===== config.mk =====
export PLATFORM = sky130hd
export DESIGN_NAME = rsc_core
export DESIGN_NICKNAME = d
export VERILOG_FILES = /design/src/design/rsc_pkg.sv /design/src/design/rsc_core.sv /design/src/design/rsc_phase_gen.sv
export SDC_FILE = /design/constraint.sdc
export NUM_CORES = 1
export LEC_CHECK = 0
export ABC_CLOCK_PERIOD_IN_PS = 2400
export BUFFER_PORTS_ARGS = -buffer_cell sky130_fd_sc_hd__buf_2
export CORE_AREA = 2 2 81 83
export CTS_CLUSTER_DIAMETER = 120
export DETAILED_ROUTE_END_ITERATION = 10
export DIE_AREA = 0 0 83 85
export GPL_TIMING_DRIVEN = 1
export PLACE_DENSITY = 0.76
export SETUP_SLACK_MARGIN = 0.1
export SLEW_MARGIN = 15
export SYNTH_ARGS = -nofsm -noshare
export SYNTH_HDL_FRONTEND = slang
export SYNTH_SLANG_ARGS = --single-unit

===== constraint.sdc =====
create_clock -name clk -period 2.4 [get_ports clk]
set_input_delay 0 -clock clk [delete_from_list [all_inputs] [get_ports clk]]
set_output_delay 0 -clock clk [all_outputs]
set_load 0.01 [all_outputs]

===== src/design/rsc_pkg.sv =====
// Summary of operation
// - Opcode 0006h discards stack top entry
// - Discard is single cycle, done in Q3
// - Opcode 0005h pushes, flags unchanged
// - Push writes program counter plus 2
// - Push in Q2; software stack possible
// - Call opcode 11011 with signed 11-bit offset
// - Call pushes return address before jumping
// - Call target is pc plus 2 plus 2n
// - Call takes two cycles; pc written Q4
// - Opcode 00ffh requests software master clear
// - Software reset starts in Q2
`default_nettype none
package rsc_pkg;
  localparam int PC_W = 21;
  localparam int INSN_W = 16;
  localparam logic [15:0] OP_DISCARD = 16'h0006;
  localparam logic [15:0] OP_PUSH = 16'h0005;
  localparam logic [15:0] OP_SWRESET = 16'h00ff;
  localparam logic [4:0] OP_RELATIVE_SUBROUTINE_CALL_HI = 5'h1b;
  localparam int OFS_W = 11;
  localparam logic [PC_W-1:0] PC_STEP = 21'h000002;
  localparam logic [PC_W-1:0] PC_RESET = 21'h000000;
  typedef enum logic [1:0] {
    RSC_Q1 = 2'b00,
    RSC_Q2 = 2'b01,
    RSC_Q3 = 2'b11,
    RSC_Q4 = 2'b10
  } rsc_phase_t;
endpackage : rsc_pkg
`default_nettype wire


===== src/design/rsc_core.sv =====
`default_nettype none
module rsc_core
  import rsc_pkg::*;
(
  // Clock and reset
  input wire logic clk,
  input wire logic sys_rst,
  // Fetch side: word held stable from Q1 through Q4
  input wire logic insn_valid,
  input wire logic [rsc_pkg::INSN_W-1:0] insn_word,
  input wire logic [rsc_pkg::PC_W-1:0] program_counter,
  // Return stack strobes, one clock each
  output logic stack_push,
  output logic stack_pop,
  output logic [rsc_pkg::PC_W-1:0] stack_top_entry,
  // Program counter load
  output logic pc_load,
  output logic [rsc_pkg::PC_W-1:0] pc_target,
  // Fetch stall for the second cycle of a call
  output logic insn_busy,
  // Software master clear request
  output logic sw_master_clear,
  // Phase
  output logic [1:0] q_phase
);
  import rsc_pkg::*;

  rsc_phase_t phase;
  logic push_q;
  logic pop_q;
  logic [PC_W-1:0] top_q;
  logic pcl_q;
  logic [PC_W-1:0] tgt_q;
  logic busy_q;
  logic clr_q;
  logic [1:0] ph_q;

  // Phase runs free from reset with no resync: the fetch must present
  // each word on a Q1 edge, or every strobe lands in the wrong quarter
  rsc_phase_gen u_phase (
    .clk(clk),
    .sys_rst(sys_rst),
    .phase(phase)
  );

  function automatic logic is_call(input logic [INSN_W-1:0] w);
    is_call = (w[15:11] == OP_RELATIVE_SUBROUTINE_CALL_HI);
  endfunction : is_call

  // Decode only while not in the dead cycle of a call
  wire live = insn_valid && !busy_q;
  wire dec_pop = live && (insn_word == OP_DISCARD);
  wire dec_push = live && (insn_word == OP_PUSH);
  wire dec_call = live && is_call(insn_word);
  wire dec_clr = live && (insn_word == OP_SWRESET);
  wire [PC_W-1:0] ret_addr = program_counter + PC_STEP;
  // Offset doubled and sign extended keeps word alignment
  wire [PC_W-1:0] ofs2 = {{(PC_W-OFS_W-1){insn_word[OFS_W-1]}},
                          insn_word[OFS_W-1:0], 1'b0};
  wire [PC_W-1:0] call_tgt = ret_addr + ofs2;
  wire in_q2 = (phase == RSC_Q2);
  wire in_q3 = (phase == RSC_Q3);
  wire in_q4 = (phase == RSC_Q4);
  // Flags are untouched: this block drives no status path
  wire push_d = in_q2 && (dec_push || dec_call);
  wire pop_d = in_q3 && dec_pop;
  wire pcl_d = in_q4 && dec_call;
  wire clr_d = in_q2 && dec_clr;
  // Busy spans the whole second cycle of a call
  wire busy_d = in_q4 ? dec_call : busy_q;

  // Strobes last the one clock after their phase edge
  always_ff @(posedge clk)
  begin
    if (sys_rst)
    begin
      push_q <= 1'b0;
      pop_q <= 1'b0;
      pcl_q <= 1'b0;
      clr_q <= 1'b0;
    end
    else
    begin
      push_q <= push_d;
      pop_q <= pop_d;
      pcl_q <= pcl_d;
      clr_q <= clr_d;
    end
  end

  // Addresses track the fetch every clock; only a strobe gives them weight
  always_ff @(posedge clk)
  begin
    if (sys_rst)
    begin
      top_q <= PC_RESET;
      tgt_q <= PC_RESET;
    end
    else
    begin
      top_q <= ret_addr;
      tgt_q <= call_tgt;
    end
  end

  always_ff @(posedge clk)
  begin
    if (sys_rst)
    begin
      ph_q <= RSC_Q1;
      busy_q <= 1'b0;
    end
    else
    begin
      ph_q <= phase;
      busy_q <= busy_d;
    end
  end
  // Depth limits are the stack pointer's job, not handled here.

  assign stack_push = push_q;
  assign stack_pop = pop_q;
  assign stack_top_entry = top_q;
  assign pc_load = pcl_q;
  assign pc_target = tgt_q;
  assign insn_busy = busy_q;
  assign sw_master_clear = clr_q;
  assign q_phase = ph_q;

  a_push_phase: assert property (@(posedge clk) disable iff (sys_rst)
    stack_push |-> $past(phase) == RSC_Q2)
    else $error("push outside Q2");
  a_pop_phase: assert property (@(posedge clk) disable iff (sys_rst)
    stack_pop |-> $past(phase) == RSC_Q3)
    else $error("pop outside Q3");
  a_push_value: assert property (@(posedge clk) disable iff (sys_rst)
    stack_push |-> stack_top_entry == $past(program_counter) + PC_STEP)
    else $error("push value not pc plus 2");
  a_call_order: assert property (@(posedge clk) disable iff (sys_rst)
    pc_load |-> $past(stack_push, 2))
    else $error("pc loaded without prior push");
  a_call_busy: assert property (@(posedge clk) disable iff (sys_rst)
    pc_load |-> insn_busy [*4])
    else $error("call second cycle missing");
  a_pop_decode: assert property (@(posedge clk) disable iff (sys_rst)
    stack_pop |-> $past(insn_word) == OP_DISCARD)
    else $error("pop without discard opcode");
  a_clr_decode: assert property (@(posedge clk) disable iff (sys_rst)
    sw_master_clear |-> $past(insn_word) == OP_SWRESET)
    else $error("reset without opcode");
  a_clr_phase: assert property (@(posedge clk) disable iff (sys_rst)
    sw_master_clear |-> $past(phase) == RSC_Q2)
    else $error("reset not in Q2");
  a_call_decode: assert property (@(posedge clk) disable iff (sys_rst)
    pc_load |-> $past(insn_word[15:11]) == OP_RELATIVE_SUBROUTINE_CALL_HI)
    else $error("pc load without call opcode");
  a_push_decode: assert property (@(posedge clk) disable iff (sys_rst)
    stack_push |-> $past(insn_word) == OP_PUSH
      || $past(insn_word[15:11]) == OP_RELATIVE_SUBROUTINE_CALL_HI)
    else $error("push without opcode");
  a_call_target: assert property (@(posedge clk) disable iff (sys_rst)
    pc_load |-> pc_target == $past(program_counter) + PC_STEP
      + {{9{$past(insn_word[10])}}, $past(insn_word[10:0]), 1'b0})
    else $error("call target wrong");

  // Strobes are one-clock pulses, one per instruction at most
  a_push_gap: assert property (@(posedge clk) disable iff (sys_rst)
    stack_push |=> (!stack_push) [*3])
    else $error("push repeated within one instruction");
  a_pop_gap: assert property (@(posedge clk) disable iff (sys_rst)
    stack_pop |=> (!stack_pop) [*3])
    else $error("pop repeated within one instruction");
  a_clr_gap: assert property (@(posedge clk) disable iff (sys_rst)
    sw_master_clear |=> (!sw_master_clear) [*3])
    else $error("reset request longer than one clock");
  a_load_gap: assert property (@(posedge clk) disable iff (sys_rst)
    pc_load |=> (!pc_load) [*7])
    else $error("pc loaded twice within one call");

  // One strobe per edge keeps push and pop apart at the stack
  a_strobe_alone: assert property (@(posedge clk) disable iff (sys_rst)
    $onehot0({stack_push, stack_pop, pc_load, sw_master_clear}))
    else $error("strobes overlap");
  a_load_phase: assert property (@(posedge clk) disable iff (sys_rst)
    pc_load |-> $past(phase) == RSC_Q4)
    else $error("pc load outside Q4");
  a_target_even: assert property (@(posedge clk) disable iff (sys_rst)
    pc_load |-> pc_target[0] == $past(program_counter[0]))
    else $error("call target lost word alignment");
  a_call_follow: assert property (@(posedge clk) disable iff (sys_rst)
    stack_push && $past(insn_word[15:11]) == OP_RELATIVE_SUBROUTINE_CALL_HI |-> ##2 pc_load)
    else $error("call push not followed by pc load");
  a_push_nojump: assert property (@(posedge clk) disable iff (sys_rst)
    stack_push && $past(insn_word) == OP_PUSH |-> ##2 !pc_load)
    else $error("plain push moved the pc");

  // Dead cycle: busy rises with the load, lasts four clocks, then drops
  a_busy_rise: assert property (@(posedge clk) disable iff (sys_rst)
    $rose(insn_busy) |-> pc_load)
    else $error("busy without pc load");
  a_busy_ends: assert property (@(posedge clk) disable iff (sys_rst)
    pc_load |=> insn_busy [*3] ##1 !insn_busy)
    else $error("busy not released after call");
  a_busy_quiet: assert property (@(posedge clk) disable iff (sys_rst)
    insn_busy |-> !stack_push && !stack_pop && !sw_master_clear)
    else $error("strobe during dead cycle");

  // An absent fetch word must leave the stack and the pc alone
  a_valid_gate: assert property (@(posedge clk) disable iff (sys_rst)
    !$past(insn_valid)
      |-> !stack_push && !stack_pop && !pc_load && !sw_master_clear)
    else $error("strobe without valid word");

  // A skipped phase would misplace every strobe
  a_phase_next: assert property (@(posedge clk) disable iff (sys_rst)
    phase == RSC_Q2 |=> phase == RSC_Q3)
    else $error("phase did not advance from Q2");
  a_phase_wrap: assert property (@(posedge clk) disable iff (sys_rst)
    phase == RSC_Q4 |=> phase == RSC_Q1)
    else $error("phase did not wrap after Q4");
endmodule : rsc_core
`default_nettype wire


===== src/design/rsc_phase_gen.sv =====
`default_nettype none
module rsc_phase_gen
  import rsc_pkg::*;
(
  // Clock and reset
  input wire logic clk,
  input wire logic sys_rst,
  // Phase
  output rsc_phase_t phase
);
  rsc_phase_t phase_q;
  rsc_phase_t phase_d;
  // Gray order keeps one bit changing per step
  always_comb
  begin
    case (phase_q)
      RSC_Q1: phase_d = RSC_Q2;
      RSC_Q2: phase_d = RSC_Q3;
      RSC_Q3: phase_d = RSC_Q4;
      default: phase_d = RSC_Q1;
    endcase
  end
  always_ff @(posedge clk)
  begin
    if (sys_rst)
      phase_q <= RSC_Q1;
    else
      phase_q <= phase_d;
  end
  assign phase = phase_q;
endmodule : rsc_phase_gen
`default_nettype wire


==> flow_summary.yaml <==
outcome:
  status: "finished, final reports clean"
grt:
  overflow: 0
  grt_pass1_vias: 2728
  grt_max_degree: 28
  antenna_found_initial: 0
  grt_pass1_wl_um: 12000
  track_usage: 0.206
floorplan:
  core_area_um2: 6200
  die_x_um: 83
  start_util: 0.442
  die_area_um2: 7060
  ios: 89
  die_y_um: 85
  num_rows: 29
final_layout:
  area_growth_pct: 50.7
  final_cells: 538
  ff_latch_area_um2: 1000
  multi_input_area_um2: 1880
  final_core_util: 0.666
  drive_above_1_share: 0.438
  nFillCells: 500
  design_area_um2: 4130
  antenna_cells: 0
  fin_nets: 523
worst_setup_path:
  worstPathRequired_ns: 2.61
  path_class: "in -> reg"
  worst-path-buf-inv: 1
  reg2reg_slack_ns: 0.72
  critPathMaxFanout: 4
  critPathMostFrequentCell: "ha_4"
  start_kind: "primary input"
  end_kind: "flop"
  crit_end: "pc_target[20]$_SDFF_PP0_"
  crit_chain: "buf_4, ha_4, and2_4, nand4_1, xnor2_2, ha_4, a21oi_4, o311ai_4, a221oi_4, o211ai_1, a31oi_1, mux2_2"
  worstPathArrival_ns: 2.41
  rr_worst_depth: 4
  critical-path-top-delay-family: "compound AO/OA/AOI/OAI gates"
  cp_slowest_cell: "mux2_2"
  r2r-end: "stack_pop$_SDFF_PP0_"
  crit_cells: 12
  timing.rr.start: "insn_busy$_SDFFE_PP0P_"
  crit_start: "program_counter[1]"
  max_stage_delay_ns: 0.35
yosys:
  synth_top_area_frac: 0.365
  yosysTopAreaCell: "dfxtp_1"
  syn-num-nets: 362
  synth-main-ff-cell: "dfxtp_1"
  syn_avg_cell_area_um2: 9.16
  yosysSeqAreaShare: 0.365
  post_synth_num_cell_types: 46
  synth_edf_count: 0
  syn_area_um2: 2740
  synthCells: 299
  synthTopCellsByArea: "dfxtp_1 37%, ha_1 10%, nor2b_1 6.8%"
  async_flop_share: 0
  synth-seq-cells: 50
  yosysWarnings: 0
placement:
  place.gp.congestion: 0.964
  post_dp_cell_area_um2: 3700
  place.detailed.hpwl_um: 5570
  port_buffers: 88
  post-place-cells: 516
routing:
  post_drt_wl_per_cell_um: 13.8
  num_vias: 2794
  antenna_left: 0
  initialDrtViolationCount: 76
  drcViolationCount: 0
  wirelength_um: 7440
  routed_via_density: 5.19
  drt_pass1_iterations: 4
clocking:
  cts.sinks: 50
  numCtsBuffers: 5
  root_buffer: "clkbuf_8"
  clkTransAtPathRegs_ns: 0.09
  clock_latency_ns: 0.31
  tritoncts: "yes"
  h-tree-depth: 2
  clockBufferDepth: 2
sta:
  drv_slew: 0
  min_period_over_period: 0.919
  fmax_mhz: 453
  rsz0062_at_grt: "no"
  skew_ns: 0.000453
  hold_viol: 0
  slew_headroom: 0.650
  worst_slew_pin_slew_ns: 0.525
  fin_setup_tns_ns: 0
  post-route-min-period_ns: 2.21
  setup-violations-final: 0
power_and_ir_drop:
  ir_drop_uv: 387
  powerDensity_nw_per_um2: 541
  leakagePower_uw: 0.00201
min_path:
  hp-class: "in -> reg"
flow_run:
  maxCapViolCount: 0
## kinds of logic after synthesis
| family | after synthesis | share of synthesized area |
|---|---|---|
| DFF | 50 | 0.365 |
| adders and majority gates | 23 | 0.108 |
| AOI/OAI and AO/OA | 45 | 0.120 |
| and+or+nand+nor | 128 | 0.254 |
| muxes | 5 | 0.0201 |
| buffers and inverters | 16 | 0.0247 |
| xor gates and xnor gates | 32 | 0.108 |
## cell usage after synthesis (5+ instances only)
cell	count
ha_1	22
nor2_1	36
dfxtp_1	50
o21ai_0	5
nor2b_1	30
xnor2_1	18
and3_1	6
xor2_1	13
a21oi_1	14
nor3_1	7
inv_1	10
nand3_1	9
a21o_1	8
nand4_1	7
nand2_1	15
## how the worst min path moves through the flow
stage                  startpoint                            end  slack, ns  depth (start not counted)
6_report            insn_word[13]     sw_master_clear$_SDFF_PP0_       0.04                          4
5_1_grt             insn_word[13]     sw_master_clear$_SDFF_PP0_       0.04                          4
4_1_cts             insn_word[13]     sw_master_clear$_SDFF_PP0_       0.01                          4
3_5_place_dp   program_counter[0]  stack_top_entry[0]$_SDFF_PP0_       0.24                          2
3_3_place_gp   program_counter[0]  stack_top_entry[0]$_SDFF_PP0_       0.22                          2
2_1_floorplan  program_counter[1]  stack_top_entry[1]$_SDFF_PP0_       0.07                          1
## state kept, by name, summed over array words and instances (netlist names)
name,cells
stack_top_entry,21
pc_target,20
q_phase,2
u_phase.phase,2
insn_busy,1
pc_load,1
stack_pop,1
stack_push,1
sw_master_clear,1
## worst register-to-register path: stages, from the launching register on
cell and delay (ns):
dfxtp_1 0.33, nor3b_1 0.25, nand3_1 0.16, nor4_1 0.29, dlygate4sd3_1 0.60
## layer usage
layer  GRT usage  wire length [um]
met3      0.0457               412
met5           0                 0
met4      0.0551               213
met1       0.229              3040
met2       0.394              3770
## layout by cell type (no fill, tap or decap), types with 4 or more instances in the layout
cell type / count
dfxtp_1: 50
xnor2_1: 12
xor2_1: 11
ha_4: 4
nor3_1: 7
a21o_1: 8
mux2_2: 4
buf_2: 86
and3_1: 5
ha_1: 18
nor2b_1: 30
nand3_1: 9
nand2_1: 14
inv_1: 10
clkbuf_8: 5
buf_4: 67
nand4_1: 7
nor2_1: 34
dlygate4sd3_1: 7
a21oi_2: 6
a21oi_1: 7
xnor2_2: 6
## stage by stage
stage	setup slack, ns	total power (uW)	hold slack [ns]
2_1_floorplan	0.101	1300	0.0724
3_3_place_gp	-0.220	1580	0.221
3_5_place_dp	-0.314	1590	0.240
4_1_cts	0.104	2190	0.0111
5_1_grt	0.0779	2370	0.0404
6_report	0.194	2230	0.0397
## area by class of cell
| class | count | share of cell area |
|---|---|---|
| Multi-Input combinational cell | 233 | 0.456 |
| Timing Repair Buffer | 160 | 0.243 |
| Sequential cell | 50 | 0.242 |
| Tap cell | 77 | 0.0233 |
| Clock buffer | 5 | 0.0167 |
| Clock inverter | 3 | 0.00969 |
| Inverter | 10 | 0.00909 |
## repair_timing
action,in CTS,in global routing
gates cloned,0,0
buffers inserted,3,4
pin swaps,6,19
gates resized for setup,6,30
endpoints found under the hold margin,5,0
hold buffers,7,0
setup endpoints to repair,3,8
## report_power, final
part	internal, uW	switching [uW]
Combinational	368	360
Sequential	901	18.1
Clock	307	280
Power figures use the tool's default switching activity.
